**config.mk**
```make
export PLATFORM = sky130hd
export DESIGN_NAME = mebs_swapper
export DESIGN_NICKNAME = d
export VERILOG_FILES = /design/src/shared/mebs_pkg.sv /design/src/logic/mebs_swapper.sv /design/src/logic/mebs_lane_swap.sv
export SDC_FILE = /design/constraint.sdc
export NUM_CORES = 1
export LEC_CHECK = 0
export ABC_AREA = 1
export BUFFER_PORTS_ARGS = -buffer_cell sky130_fd_sc_hd__buf_2
export CORE_MARGIN = 4
export CORE_UTILIZATION = 30
export CTS_CLUSTER_DIAMETER = 200
export DETAILED_ROUTE_END_ITERATION = 12
export GPL_TIMING_DRIVEN = 0
export SYNTH_ARGS = -nofsm -noshare
export SYNTH_HDL_FRONTEND = slang
export SYNTH_SLANG_ARGS = --single-unit
```
**constraint.sdc**
```tcl
create_clock -name clk -period 6 [get_ports clk]
set_clock_uncertainty 0.1 [all_clocks]
set_input_delay 0.6 -clock clk [delete_from_list [all_inputs] [get_ports clk]]
set_output_delay 0.6 -clock clk [all_outputs]
set_load 0.02 [all_outputs]
```
**src/shared/mebs_pkg.sv**
```systemverilog
// Shared types and constants for the media byte-order swapper.
// Assumes one 125 MHz clock and a synchronous active-high reset.
package mebs_pkg;

  // Byte-order setting: 0 selects big endian, 1 little endian
  localparam logic ORDER_BIG    = 1'b0;
  localparam logic ORDER_LITTLE = 1'b1;
  localparam logic ORDER_RESET  = ORDER_BIG;

  // Word geometry
  localparam int WORD_W = 32;
  localparam int LANES  = 4;

  // Pipeline latency of one word through the swapper, in cycles
  localparam int LATENCY = 1;

  // Swap kinds
  typedef enum logic [1:0] {
    MEBS_SWAP_NONE = 2'b00,
    MEBS_SWAP_HALF = 2'b01,
    MEBS_SWAP_FULL = 2'b10
  } mebs_swap_e;

  // Media unit selector carried with each word
  typedef enum logic [3:0] {
    MEBS_U_ICP_IN  = 4'h0,
    MEBS_U_ICP_OUT = 4'h1,
    MEBS_U_VI      = 4'h2,
    MEBS_U_VO      = 4'h3,
    MEBS_U_AI      = 4'h4,
    MEBS_U_AO      = 4'h5,
    MEBS_U_SPDIF_OUTPUT_UNIT    = 4'h6,
    MEBS_U_VLD_IN  = 4'h7,
    MEBS_U_VLD_OUT = 4'h8
  } mebs_unit_e;

  // Pixel / sample formats
  typedef enum logic [3:0] {
    MEBS_F_PLANAR    = 4'h0,
    MEBS_F_RGB24A    = 4'h1,
    MEBS_F_YUV422A   = 4'h2,
    MEBS_F_RGB15A    = 4'h3,
    MEBS_F_RGB8_233  = 4'h4,
    MEBS_F_RGB8_332  = 4'h5,
    MEBS_F_RGB16     = 4'h6,
    MEBS_F_RGB24P    = 4'h7,
    MEBS_F_YUV422P   = 4'h8,
    MEBS_F_RAW8      = 4'h9,
    MEBS_F_RAW10     = 4'hA,
    MEBS_F_AUD8      = 4'hB,
    MEBS_F_AUD16     = 4'hC,
    MEBS_F_AUD32     = 4'hD,
    MEBS_F_VLD_BYTES = 4'hE,
    MEBS_F_VLD_WORDS = 4'hF
  } mebs_fmt_e;

  // Per-unit byte-order bits, as software programs them
  typedef struct packed {
    logic image_coprocessor;
    logic vi;
    logic vo;
    logic ai;
    logic ao;
    logic spdif_output_unit;
    logic vld;
  } mebs_order_s;

  // One word on its way to or from the highway
  typedef struct packed {
    mebs_unit_e           unit;
    mebs_fmt_e            fmt;
    logic [WORD_W-1:0]    data;
  } mebs_word_s;

endpackage : mebs_pkg

```
**src/logic/mebs_swapper.sv**
```systemverilog
// Byte-order conversion between the media units and the 32-bit data highway.
// Assumes synchronous inputs on clk; one word per cycle, no back-pressure.
// Assumes software keeps every unit's order bit equal to the global byte order.
//
// Notes on behaviour
// - Swap only in big endian; little passes.
// - Image input: planar none, RGB24A full, YUV422A/RGB15A half.
// - Image output: 8-bit none, 16-bit half, RGB24A full.
// - Packed RGB24 only little endian, lanes upward.
// - Video input stores planar YUV, raw 8/10.
// - Video output takes planar and packed overlay.
// - Audio 8/16/32-bit samples, S/PDIF 32-bit words.
// - Audio moves whole bytes, bits untouched.
// - Audio samples ascend; 16-bit order per mode.
// - Decoder input bytes never reordered.
// - Decoder output words fully swapped in big.
// - Reset leaves every unit in big endian.
`timescale 1ns/100ps
module mebs_swapper (
  // Clock and reset
  input  wire logic                  clk,
  input  wire logic                  srst,
  // Byte-order settings from software, one per unit
  input  wire mebs_pkg::mebs_order_s order_in,
  input  wire logic                  order_load,
  // Word from a unit or the highway
  input  wire logic                  in_valid,
  input  wire mebs_pkg::mebs_word_s  in_word,
  // Converted word
  output logic                       out_valid,
  output logic [31:0]                out_data,
  // Status
  output mebs_pkg::mebs_order_s      order_state,
  output logic                       fmt_error
);

  // Elaboration checks: the lane map and the status width are fixed by the package
  if (mebs_pkg::WORD_W != 32) begin : g_bad_word
    $error("mebs_swapper serves 32-bit words only");
  end
  if (mebs_pkg::LANES * 8 != mebs_pkg::WORD_W) begin : g_bad_lanes
    $error("mebs_swapper needs one byte per lane");
  end
  if (mebs_pkg::LATENCY != 1) begin : g_bad_latency
    $error("mebs_swapper has exactly one register stage");
  end
  if ($bits(mebs_pkg::mebs_order_s) != 7) begin : g_bad_order
    $error("mebs_swapper expects one order bit per unit");
  end

  // Decode of the word now at the inputs
  mebs_pkg::mebs_swap_e next_kind;
  logic                 next_bad;
  logic                 little;

  // Settings held here so reset alone gives big endian everywhere
  // Reset outranks a load in the same cycle, so a stray load cannot survive it
  always_ff @(posedge clk) begin
    if (srst) begin
      order_state <= '{default: mebs_pkg::ORDER_RESET};
    end else if (order_load) begin
      order_state <= order_in;
    end
  end

  // Pick the unit's own order bit
  // Both image directions share one bit; decoder and stray codes use the decoder's
  always_comb begin
    unique case (in_word.unit)
      mebs_pkg::MEBS_U_ICP_IN, mebs_pkg::MEBS_U_ICP_OUT: little = order_state.image_coprocessor;
      mebs_pkg::MEBS_U_VI:   little = order_state.vi;
      mebs_pkg::MEBS_U_VO:   little = order_state.vo;
      mebs_pkg::MEBS_U_AI:   little = order_state.ai;
      mebs_pkg::MEBS_U_AO:   little = order_state.ao;
      mebs_pkg::MEBS_U_SPDIF_OUTPUT_UNIT: little = order_state.spdif_output_unit;
      default:               little = order_state.vld;
    endcase
  end

  // Swap kind per unit and format; unsupported pairs flag and pass unchanged
  // Trade-off: a refused word still moves, so a bad setting never stalls the highway
  always_comb begin
    next_kind = mebs_pkg::MEBS_SWAP_NONE;
    next_bad  = 1'b0;
    unique case (in_word.unit)
      // Image input: 24-bit pixels turn whole words, 16-bit pixels turn halves
      mebs_pkg::MEBS_U_ICP_IN: begin
        unique case (in_word.fmt)
          mebs_pkg::MEBS_F_PLANAR:  next_kind = mebs_pkg::MEBS_SWAP_NONE;
          mebs_pkg::MEBS_F_RGB24A:  next_kind = mebs_pkg::MEBS_SWAP_FULL;
          mebs_pkg::MEBS_F_YUV422A,
          mebs_pkg::MEBS_F_RGB15A:  next_kind = mebs_pkg::MEBS_SWAP_HALF;
          default:                  next_bad  = 1'b1;
        endcase
      end

      // Image output: 8-bit pixels are byte streams and never move
      // Packed RGB24 crosses word edges, so no lane swap can serve big endian
      mebs_pkg::MEBS_U_ICP_OUT: begin
        unique case (in_word.fmt)
          mebs_pkg::MEBS_F_RGB8_233,
          mebs_pkg::MEBS_F_RGB8_332: next_kind = mebs_pkg::MEBS_SWAP_NONE;
          mebs_pkg::MEBS_F_RGB15A,
          mebs_pkg::MEBS_F_RGB16,
          mebs_pkg::MEBS_F_YUV422P:  next_kind = mebs_pkg::MEBS_SWAP_HALF;
          mebs_pkg::MEBS_F_RGB24A:   next_kind = mebs_pkg::MEBS_SWAP_FULL;
          mebs_pkg::MEBS_F_RGB24P:   next_bad  = ~little;  // Lanes already B,G,R upward
          default:                   next_bad  = 1'b1;
        endcase
      end

      // Video input: capture formats only
      mebs_pkg::MEBS_U_VI: begin
        // Planar and raw images are byte streams
        unique case (in_word.fmt)
          mebs_pkg::MEBS_F_PLANAR,
          mebs_pkg::MEBS_F_RAW8,
          mebs_pkg::MEBS_F_RAW10:   next_kind = mebs_pkg::MEBS_SWAP_NONE;
          default:                  next_bad  = 1'b1;
        endcase
      end

      // Video output: overlay pixels are 16-bit pairs like the packed image YUV
      mebs_pkg::MEBS_U_VO: begin
        unique case (in_word.fmt)
          mebs_pkg::MEBS_F_PLANAR:  next_kind = mebs_pkg::MEBS_SWAP_NONE;
          mebs_pkg::MEBS_F_YUV422A: next_kind = mebs_pkg::MEBS_SWAP_HALF;
          default:                  next_bad  = 1'b1;
        endcase
      end

      // Audio input: stereo pairs already put left before right
      mebs_pkg::MEBS_U_AI: begin
        // 8-bit samples already ascend by lane; 16-bit need MSB at lower lane
        unique case (in_word.fmt)
          mebs_pkg::MEBS_F_AUD8:    next_kind = mebs_pkg::MEBS_SWAP_NONE;
          mebs_pkg::MEBS_F_AUD16:   next_kind = mebs_pkg::MEBS_SWAP_HALF;
          default:                  next_bad  = 1'b1;
        endcase
      end

      // Audio output: 16-bit samples turn halves, 32-bit samples whole words
      mebs_pkg::MEBS_U_AO: begin
        unique case (in_word.fmt)
          mebs_pkg::MEBS_F_AUD16:   next_kind = mebs_pkg::MEBS_SWAP_HALF;
          mebs_pkg::MEBS_F_AUD32:   next_kind = mebs_pkg::MEBS_SWAP_FULL;
          default:                  next_bad  = 1'b1;
        endcase
      end

      // S/PDIF output: whole 32-bit words only
      mebs_pkg::MEBS_U_SPDIF_OUTPUT_UNIT: begin
        if (in_word.fmt == mebs_pkg::MEBS_F_AUD32) begin
          next_kind = mebs_pkg::MEBS_SWAP_FULL;
        end else begin
          next_bad  = 1'b1;
        end
      end

      // Decoder input: the format field is ignored, the stream is plain bytes
      // Its start address is byte aligned, so any lane move would scramble it
      mebs_pkg::MEBS_U_VLD_IN: begin
        next_kind = mebs_pkg::MEBS_SWAP_NONE;  // Bitstream stays byte ordered
      end

      // Decoder output: header and run-level words are read by the processor as words
      mebs_pkg::MEBS_U_VLD_OUT: begin
        next_kind = mebs_pkg::MEBS_SWAP_FULL;  // Undo the processor's word read swap
      end

      // Unit codes outside the list are flagged and left alone
      default: next_bad = 1'b1;
    endcase
    // Little endian passes every word untouched; an unsupported pair is never mangled
    if (little || next_bad) begin
      next_kind = mebs_pkg::MEBS_SWAP_NONE;
    end
  end

  // Error flag lines up with the registered word
  // Qualified by valid so idle cycles never report a bad pair
  always_ff @(posedge clk) begin
    if (srst) begin
      fmt_error <= 1'b0;
    end else begin
      fmt_error <= in_valid & next_bad;
    end
  end

  // Lane permutation and the output register for data and valid
  mebs_lane_swap #(
    .WIDTH (32)
  ) u_swap (
    .clk       (clk),
    .srst      (srst),
    .in_valid  (in_valid),
    .kind      (next_kind),
    .in_data   (in_word.data),
    .out_valid (out_valid),
    .out_data  (out_data)
  );

endmodule : mebs_swapper

```
**src/logic/mebs_lane_swap.sv**
```systemverilog
// Byte-lane permutation of one 32-bit word, registered output.
// Assumes the caller has already picked the swap kind.
`timescale 1ns/100ps
module mebs_lane_swap #(
  parameter int WIDTH = 32
) (
  // Clock and reset
  input  wire logic               clk,
  input  wire logic               srst,
  // Word in
  input  wire logic               in_valid,
  input  wire mebs_pkg::mebs_swap_e kind,
  input  wire logic [WIDTH-1:0]   in_data,
  // Word out
  output logic                    out_valid,
  output logic [WIDTH-1:0]        out_data
);

  // Elaboration check: the permutation below is written for four byte lanes
  if (WIDTH != 32) begin : g_bad_width
    $error("mebs_lane_swap serves 32-bit words only");
  end

  // Only whole bytes move; bits inside a byte keep their order
  function automatic logic [31:0] permute(input mebs_pkg::mebs_swap_e k, input logic [31:0] w);
    unique case (k)
      mebs_pkg::MEBS_SWAP_HALF: permute = {w[23:16], w[31:24], w[7:0], w[15:8]};
      mebs_pkg::MEBS_SWAP_FULL: permute = {w[7:0], w[15:8], w[23:16], w[31:24]};
      default:                  permute = w;
    endcase
  endfunction : permute

  // Register the result so data leaves from flip-flops
  always_ff @(posedge clk) begin
    if (srst) begin
      out_valid <= 1'b0;
      out_data  <= 32'h0000_0000;
    end else begin
      out_valid <= in_valid;
      out_data  <= permute(kind, in_data);
    end
  end

endmodule : mebs_lane_swap

```
; ---- Word level (Yosys, flattened, before mapping)
; Cells that the tools add are included.
[word_totals]
mem_count = 0
reg_bits = 41
latch_bits = 0
ramBits = 0
wordCells = 66
rom_bits = 0
[classes]
n_shift = 0
reduce_logical = 13
eq_ne = 23
multipliers = 0
addsub = 0
n_lt_le_gt_ge = 0
div_mod_pow = 0
n_bitwise = 2
muxes = 18
[op_table]
columns = operator, n
row1 = 32-bit one-hot mux with 2 select lines, 1
row2 = 4-bit by 3-bit == test with 1-bit output (second input constant), 8
row3 = 4-bit == test (second input constant), 7
row4 = 4-bit by 2-bit == test with 1-bit output (second input constant), 4
row5 = 2-bit one-hot mux with 7 select lines, 1
row6 = 2-bit one-hot mux with 2 select lines, 3
row7 = 2-bit OR reduction, 6
row8 = 4-bit by 1-bit == test with 1-bit output (second input constant), 2
row9 = 4-bit logical NOT, 2
row10 = 1-bit 2-to-1 mux, 8
row11 = 1-bit one-hot mux with 8 select lines, 1
row12 = 1-bit one-hot mux with 6 select lines, 1
row13 = 3-bit OR reduction, 2
row14 = 6-bit OR reduction, 1
row15 = 2-bit 2-to-1 mux, 2
row16 = 4-bit OR reduction, 1
row17 = 2-bit by 1-bit == test with 1-bit output (second input constant), 1
row18 = 2-bit == test (second input constant), 1
row19 = 1-bit one-hot mux with 2 select lines, 1
row20 = 1-bit bitwise AND, 1
row21 = 1-bit logical OR, 1
row22 = 1-bit NOT, 1

; ---- Logic depth before layout (Yosys ltp)
; Gate-level depths: netlist of run 1.
[logic_depth]
depth_word = 10
mapped_depth = 16
ltp_nobuf = 14

; ---- Hierarchy
; A second synthesis of run 1 with hierarchy kept.
[hier_totals]
cells_unflattened = 396
area_unflattened_um2 = 2411.1
[by_module_without_submodules]
columns = mod, area_each_um2, cells_each, instances, seq_area_each_um2
row1 = mebs_lane_swap, 1719.1, 280, 1, 660.6
row2 = mebs_swapper, 691.9, 116, 1, 160.2

; ---- Worst setup path after synthesis of run 1
; Ideal clock, no wire load.
[synth_path]
path_kind = input -> register
start = input port in_word[36] in the netlist's numbering
end = register u_swap.out_data[21]
slack_ns = 3.575
t_arrival_ns = 2.255
setup_time_ns = 0.070
path_stages = 15
cell_sequence = nor2_4 nand3_2 nand2_1 nand2_1 nor2_1 nand2_1 nor2_2 nand3_2 nor2_1 ha_1 clkbuf_1 inv_1 clkbuf_1 o21ai_0 a21oi_1
[synth_via]
elab_chain_cells = 10
elab_cells_between_ends = 21
classes_between = eq/ne: 10 / mux: 6 / bitwise: 1 / reduce/logical: 4
[synth_rtl]
columns = item, line_no
row1 = "start, declared", mebs_swapper.sv:28  ; input wire mebs_pkg::mebs_word_s in_word,
row2 = 4-bit by 1-bit == test with 1-bit output or 4-bit logical NOT (tied branches), "mebs_swapper.sv:69, mebs_swapper.sv:85"
row3 = 2-bit OR reduction, mebs_swapper.sv:69  ; unique case (in_word.unit)
row4 = 1-bit one-hot mux with 6 select lines, mebs_swapper.sv:69
row5 = 1-bit NOT, mebs_swapper.sv:107  ; mebs_pkg::MEBS_F_RGB24P: next_bad = ~little;
row6 = 1-bit one-hot mux with 2 select lines, mebs_swapper.sv:100  ; unique case (in_word.fmt)
row7 = 1-bit one-hot mux with 8 select lines, mebs_swapper.sv:85  ; unique case (in_word.unit)
row8 = 1-bit logical OR, mebs_swapper.sv:175  ; if (little || next_bad) begin
row9 = 2-bit 2-to-1 mux *, mebs_swapper.sv:175
row10 = 2-bit == test or 2-bit by 1-bit == test with 1-bit output (tied branches), mebs_lane_swap.sv:26  ; unique case (k)
row11 = 32-bit one-hot mux with 2 select lines *, mebs_lane_swap.sv:26
row12 = "end signal, assigned", mebs_lane_swap.sv:40  ; out_data <= permute(kind, in_data);
row13 = "end, declared", mebs_lane_swap.sv:16  ; output logic [WIDTH-1:0] out_data
; Every way passes the cells marked *; elsewhere a longest branch is shown, timed or not.
; A chain may end at the register's enable or synchronous reset.

; ---- Worst setup path in the final report of run 1
[layout_path]
start = input port in_word[33] in the netlist's numbering
end = register u_swap.out_data[24]
[layout_via]
elab_chain_cells = 8
elab_cells_between_ends = 42
classes_between = eq/ne: 15 / mux: 17 / reduce/logical: 10
[layout_rtl]
columns = item, line_no
row1 = "4-bit by 1-bit == test with 1-bit output, or another cell as far along", "mebs_swapper.sv:88, mebs_swapper.sv:100"
row2 = "6-bit OR reduction (no source line), or another cell as far along", --
row3 = "1-bit one-hot mux with 2 select lines, or another cell as far along", mebs_swapper.sv:100
row4 = 1-bit one-hot mux with 8 select lines, mebs_swapper.sv:85
row5 = 1-bit logical OR, mebs_swapper.sv:175
row6 = 2-bit 2-to-1 mux *, mebs_swapper.sv:175
row7 = 2-bit == test or 2-bit by 1-bit == test with 1-bit output (tied branches), mebs_lane_swap.sv:26
row8 = 32-bit one-hot mux with 2 select lines *, mebs_lane_swap.sv:26
; Marks and branches as above.

==> metrics.cfg, run 1 <==
[status]
status = finished clean

[pwr]
finalPower_mw = 0.6482
p_leak_nw = 1.317
ir_drop_mv = 0.09496
power.density_mw_per_mm2 = 237.5

[clock_network]
clk_pin_slew_worst_paths_ns = 0.08
clk-insertion-delay-late_ns = 0.29
h-tree-depth = 2
cts_setup_buffers = 0
cts.sinks = 41
postCtsHoldBufs = 0
cts-root-buf = clkbuf_8
cts_resized = 0
cts_tree = built
cts_buffers = 5
clk_path_buf_depth = 2

[detailed_routing]
drtIter0Drc = 122
drt-wirelength-per-cell_um = 14.32
routed_wirelength_um = 6902
routed_via_density = 5.145
dr_total_vias = 2480
drtAntennaViolNets = 0
dr.pass1.iters = 4
drc = 0

[timing]
tns_ns = 0
setup-violations-final = 0
finalMaxSlewViolations = 0
hold_viol_final = 0
post-route-period-util_pct = 46.54
rsz0062_at_grt = false
slew_headroom_pct = 62.05
period_minus_slack_ns = 2.793
clock.fmax_mhz = 358.1
worst_pin_slew_ns = 0.5693

[place]
gp_congestion = 0.8474
post-dp-hpwl_um = 5154
placed_area_mm2 = 0.002613
numPortBuffers = 91

[cells_and_area]
seqCellArea_um2 = 820.8
multi_input_area_mm2 = 0.001109
fillers = 674
drive_above_1_share_pct = 27.16
nets = 457
fin_util_pct = 42.02
design_area_mm2 = 0.002729
n_antenna_cell = 0
area_delta_synth_final_pct = 32.42

[yosys]
synth_compound_area_share_pct = 26.72
mappedNetlistNets = 359
yosysWarnings = 0
ys_types = 20
synth_simple_gate_area_share_pct = 25.87
synth_cells = 306
synth_area_mm2 = 0.002061
synth_xor_area_share_pct = 0
synthMuxAreaShare_pct = 0
synthAdderAreaFrac_pct = 1.214
synth_top_family_by_area = compound AO/OA/AOI/OAI gates
syn-mean-instance-area_um2 = 6.734
yosysSeqAreaShare_pct = 39.83
ys_seq_elements = 41

[die]
core_mm2 = 0.006495
dieArea_mm2 = 0.008259
pin_count = 92
die_h_um = 90.88
row_count = 29
initial_core_util_pct = 31.73
dieWidth_um = 90.88

[grt]
grt_pass1_wl_um = 11340
grt_pass1_vias = 2450
antenna_found_initial = 0
overflow = 0
grt_max_degree = 13
track_usage_pct = 16.75

[setup_path]
r2r_slack_ns = 3.59
worstReg2RegStart = order_state[2]$_SDFFE_PP0P_
rr_endpoint = u_swap.out_data[24]$_SDFF_PP0_
critPathKind = in -> reg
arrival_ns = 2.91
crit_fanout = 10
end_kind = flip-flop
cp-start-kind = input pin
crit_required_ns = 6.12
reg2reg_depth = 14

[min_path]
hold_start = srst
hold-path-cell-count = 2
hold_path.class = in -> reg
min_to = u_swap.out_valid$_SDFF_PP0_

[job]
maxCapViolations = 0

[synthesized netlist by cell type]
cell type   n  area (um2)
nor2_1     29       108.9
o21ai_0    40       200.2
nand4_1     4       25.02
dfxtp_1    41       820.8
clkbuf_1   17       63.81
a21oi_1    65       325.3
nand2_1    56       210.2
nor2_2      3       18.77
a21boi_1    1       7.510
inv_2       3       11.26
nand3_2     3       30.03
nand2_2     1       6.260
nor4_1      1       6.260
o211ai_1    1       7.510
o211a_1     1       10.01
nor3_1      6       30.03
inv_1      15       56.30
nor2_4      2       22.52
nand3_1    15       75.07
ha_1        2       25.02
[worst max path at each step]
stage                      from                        endpoint  slack, ns
floorplan           in_word[36]  u_swap.out_data[21]$_SDFF_PP0_       3.57
global placement    in_word[33]  u_swap.out_data[24]$_SDFF_PP0_       2.97
detailed placement  in_word[36]  u_swap.out_data[23]$_SDFF_PP0_       2.97
CTS                 in_word[36]  u_swap.out_data[26]$_SDFF_PP0_       3.27
global route        in_word[33]  u_swap.out_data[23]$_SDFF_PP0_       2.85
finish              in_word[33]  u_swap.out_data[24]$_SDFF_PP0_       3.21
[critical path, stage by stage]
cell and delay [ns]:
buf_2 0.14, nor2_1 0.15, nand3_1 0.14, nand2_1 0.09, nor2_1 0.04, nor2_1 0.08
nand2_1 0.07, nor2_2 0.16, nand3_2 0.10, nor2_1 0.10, ha_1 0.23, clkbuf_1 0.14
inv_1 0.13, clkbuf_1 0.39, o21ai_0 0.17, a21oi_1 0.17
[final cells by class]
cell class                 instances  area share (%)
multi-input combinational        230           40.62
buffer                            17           2.338
sequential                        41           30.08
tap                               77           3.530
inverter                          18           2.476
timing repair buffer              91           16.69
clock inverter                     1           1.100
clock buffer                       7           3.164
[layout by cell type, fill, tap and decap left out]
cell type / instances
nand3_1: 15
o21ai_0: 40
o211a_1: 1
nand2_2: 1
inv_2: 3
nand2_1: 56
ha_1: 2
clkbuf_1: 18
nor2_2: 3
nand4_1: 4
nor3_1: 6
nor2_1: 29
buf_2: 91
a21oi_1: 65
inv_1: 15
o211ai_1: 1
nor2_4: 2
dfxtp_1: 41
nand3_2: 3
bufinv_16: 1
a21boi_1: 1
nor4_1: 1
clkbuf_8: 6
[layer usage]
metal,GRT usage [%],share of wire (%),vias to the layer above
met5,0,0,-
met2,26.62,45,108
met4,6.533,1.3,0
met1,22.41,47,1129
met3,3.083,6.9,8
li1,-,-,1235
[flip-flops by register name, indices dropped and copies added (netlist names)]
name and flops:
u_swap.out_data 32, fmt_error 1, order_state 7, u_swap.out_valid 1
[kinds of logic after synthesis]
group / count (synthesis)
fa+ha+maj: 2
compound gates: 108
buf+inv: 35
simple gates: 120
flops: 41
[metrics by stage]
| step | hold slack, ns | setup slack, ns | cells |
|---|---|---|---|
| 6_report | 0.3979 | 3.207 | 482 |
| 3_3_place_gp | 0.4094 | 2.970 | 474 |
| 4_1_cts | 0.3858 | 3.268 | 482 |
| 5_1_grt | 0.3936 | 2.852 | 482 |
| 3_5_place_dp | 0.4269 | 2.967 | 474 |
| 2_1_floorplan | 0.5031 | 3.575 | 306 |
[power breakdown]
group | leakage (nW) | internal (mW) | total, mW | switching, mW
Combinational | 0.917 | 0.0423 | 0.126 | 0.0832
Sequential | 0.342 | 0.290 | 0.297 | 0.00611
Clock | 0.0585 | 0.136 | 0.226 | 0.0904
No activity file was read; power rests on OpenSTA's default activity.
==> inputs of run 2 (changes only) <==
clock period = 2.3 ns   (was 6 ns; I/O delays follow)
==> run 2 against run 1 <==
Critical path depth unchanged. Global-route usage about the same. Power increased to 2.6 times the previous value. Sequential share of layout area decreased by 0.38 points. Die area unchanged. Core utilization increased by 0.54 points. Hold slack got worse by 0.37 ns. Combinational power increased to 2.6 times the previous value. Non-clock buffer count decreased by 1. Setup slack got worse by 3.0 ns. Sequential power increased to 2.6 times the previous value. Count of clock-buffer cells in the layout unchanged. Largest cell class unchanged. Highest routed layer unchanged.
==> metrics.cfg, run 2 (synthesis gave the netlist of run 1 again) <==
[clock_network]
h-tree-depth = 2
cts-root-buf = clkbuf_8
clk_path_buf_depth = 2
postCtsHoldBufs = 0
cts_tree = built
clk_pin_slew_worst_paths_ns = 0.07
cts_setup_buffers = 0
cts.sinks = 41
cts_buffers = 5
clk-insertion-delay-late_ns = 0.29

[grt]
grt_pass1_wl_um = 11350
track_usage_pct = 16.79
overflow = 0
grt_max_degree = 13
antenna_found_initial = 0
grt_pass1_vias = 2439

[setup_path]
startpoint = in_word[36]
crit_end = u_swap.out_data[12]$_SDFF_PP0_
crit_fanout = 10
arrival_ns = 2.20
crit_required_ns = 2.41
critPathKind = in -> reg
cp-start-kind = input pin
worstReg2RegStart = order_state[2]$_SDFFE_PP0P_
reg2reg_depth = 13
end_kind = flip-flop
r2r_slack_ns = 0.24
rr_endpoint = u_swap.out_data[12]$_SDFF_PP0_

[cells_and_area]
reg_top3 = u_swap.out_data (32), order_state (7)
area_delta_synth_final_pct = 34.12
drive_above_1_share_pct = 31.19
n_antenna_cell = 0
largest_reg_flops = 32
layout_common_cells = buf_2, a21oi_1, nand2_1
nets = 456
final_common_cell = buf_2
regMostFlops = u_swap.out_data

[detailed_routing]
drtIter0Drc = 159
routed_wirelength_um = 6928
dr_total_vias = 2490
drc = 0
routed_via_density = 5.177
drtAntennaViolNets = 0
drt-wirelength-per-cell_um = 14.40
dr.pass1.iters = 6

[pwr]
ir_drop_mv = 0.2501
power.density_mw_per_mm2 = 614.6
p_leak_nw = 1.354

[timing]
post-route-period-util_pct = 90.60
hold_ws_ns = 0.02634
clock.fmax_mhz = 479.9
postLayoutSetupSlackWorst_ns = 0.2161
hold_viol_final = 0
worst_pin_slew_ns = 0.5127
finalMaxSlewViolations = 0
rsz0062_at_grt = false
setup-violations-final = 0
period_minus_slack_ns = 2.084
slew_headroom_pct = 65.82

[place]
gp_congestion = 0.8474
numPortBuffers = 91
post-dp-hpwl_um = 5154
pre_cts_ws_ns = -0.3626

[status]
status = finished clean

[die]
row_count = 29
core_mm2 = 0.006495
initial_core_util_pct = 31.73
die_h_um = 90.88
dieWidth_um = 90.88
dieArea_mm2 = 0.008259
pin_count = 92

[job]
maxCapViolations = 0

[min_path]
hold_path.class = in -> reg

[run 2: cell types whose count changed in the layout (fill, tap and decap cells not counted), sizes merged]
cell,delta
clkbuf,-2
buf,+1
[run 2: per-stage QoR]
step | TNS (ns) | instances | cell area [um2] | util (%) | total power [mW]
after floorplan | 0 | 306 | 2061 | - | 0.9636
after global placement | -9.604 | 474 | 2613 | 40.22 | 1.114
after detailed placement | -9.961 | 474 | 2613 | 40.22 | 1.114
after CTS | 0 | 482 | 2733 | 42.07 | 1.711
after global routing | 0 | 481 | 2764 | 42.55 | 1.789
final | 0 | 481 | 2764 | 42.55 | 1.699
[run 2: per-layer routing]
metal	part of all wire (%)	track usage, %	vias up	wire length [um]
li1	-	-	1233	-
met1	46	22.67	1122	3157
met2	45	26.56	122	3144
met3	7.5	3.083	13	518
met4	1.5	6.281	0	107
met5	0	0	-	0
[run 2: timing repair]
action / 4_1_cts / 5_1_grt
resized for setup: 3 / 30
hold endpoints to repair: 0 / 0
endpoints found under the setup margin: 30 / 31
[run 2: worst min path at each step]
| stage | end | slack (ns) | cells after the start | from |
|---|---|---|---|---|
| 3_5_place_dp | u_swap.out_valid$_SDFF_PP0_ | 0.32 | 2 | srst |
| 3_3_place_gp | u_swap.out_valid$_SDFF_PP0_ | 0.33 | 2 | srst |
| 4_1_cts | u_swap.out_valid$_SDFF_PP0_ | 0.02 | 2 | srst |
| 2_1_floorplan | u_swap.out_valid$_SDFF_PP0_ | 0.21 | 1 | srst |
| 6_report | u_swap.out_valid$_SDFF_PP0_ | 0.03 | 2 | srst |
| 5_1_grt | u_swap.out_valid$_SDFF_PP0_ | 0.02 | 2 | srst |
[run 2: critical path, stage by stage]
cell and delay (ns):
buf_2 0.14, inv_1 0.05, nor2_1 0.25, nand3_1 0.12
nand2_1 0.07, nor2_1 0.05, nand3_2 0.07, nand2_1 0.06
nand2_2 0.10, nand3_2 0.08, nor2_1 0.11, ha_2 0.31
inv_2 0.10, clkbuf_4 0.21, o21ai_0 0.09, a21oi_1 0.17
[run 2: area by class of cell]
| class | count | area, um2 |
|---|---|---|
| timing repair buffer | 91 | 455.4 |
| buffer | 16 | 82.58 |
| sequential | 41 | 820.8 |
| multi-input combinational | 230 | 1125 |
| fill | 669 | 3731 |
| tap | 77 | 96.34 |
| clock buffer | 7 | 86.33 |
| clock inverter | 1 | 30.03 |
| inverter | 18 | 67.56 |
[run 2: power by group]
| part | leakage [nW] | internal (mW) | switching (mW) |
|---|---|---|---|
| Combinational | 0.954 | 0.114 | 0.220 |
| Sequential | 0.342 | 0.758 | 0.0159 |
| Clock | 0.0585 | 0.354 | 0.238 |
| Total | 1.35 | 1.23 | 0.474 |
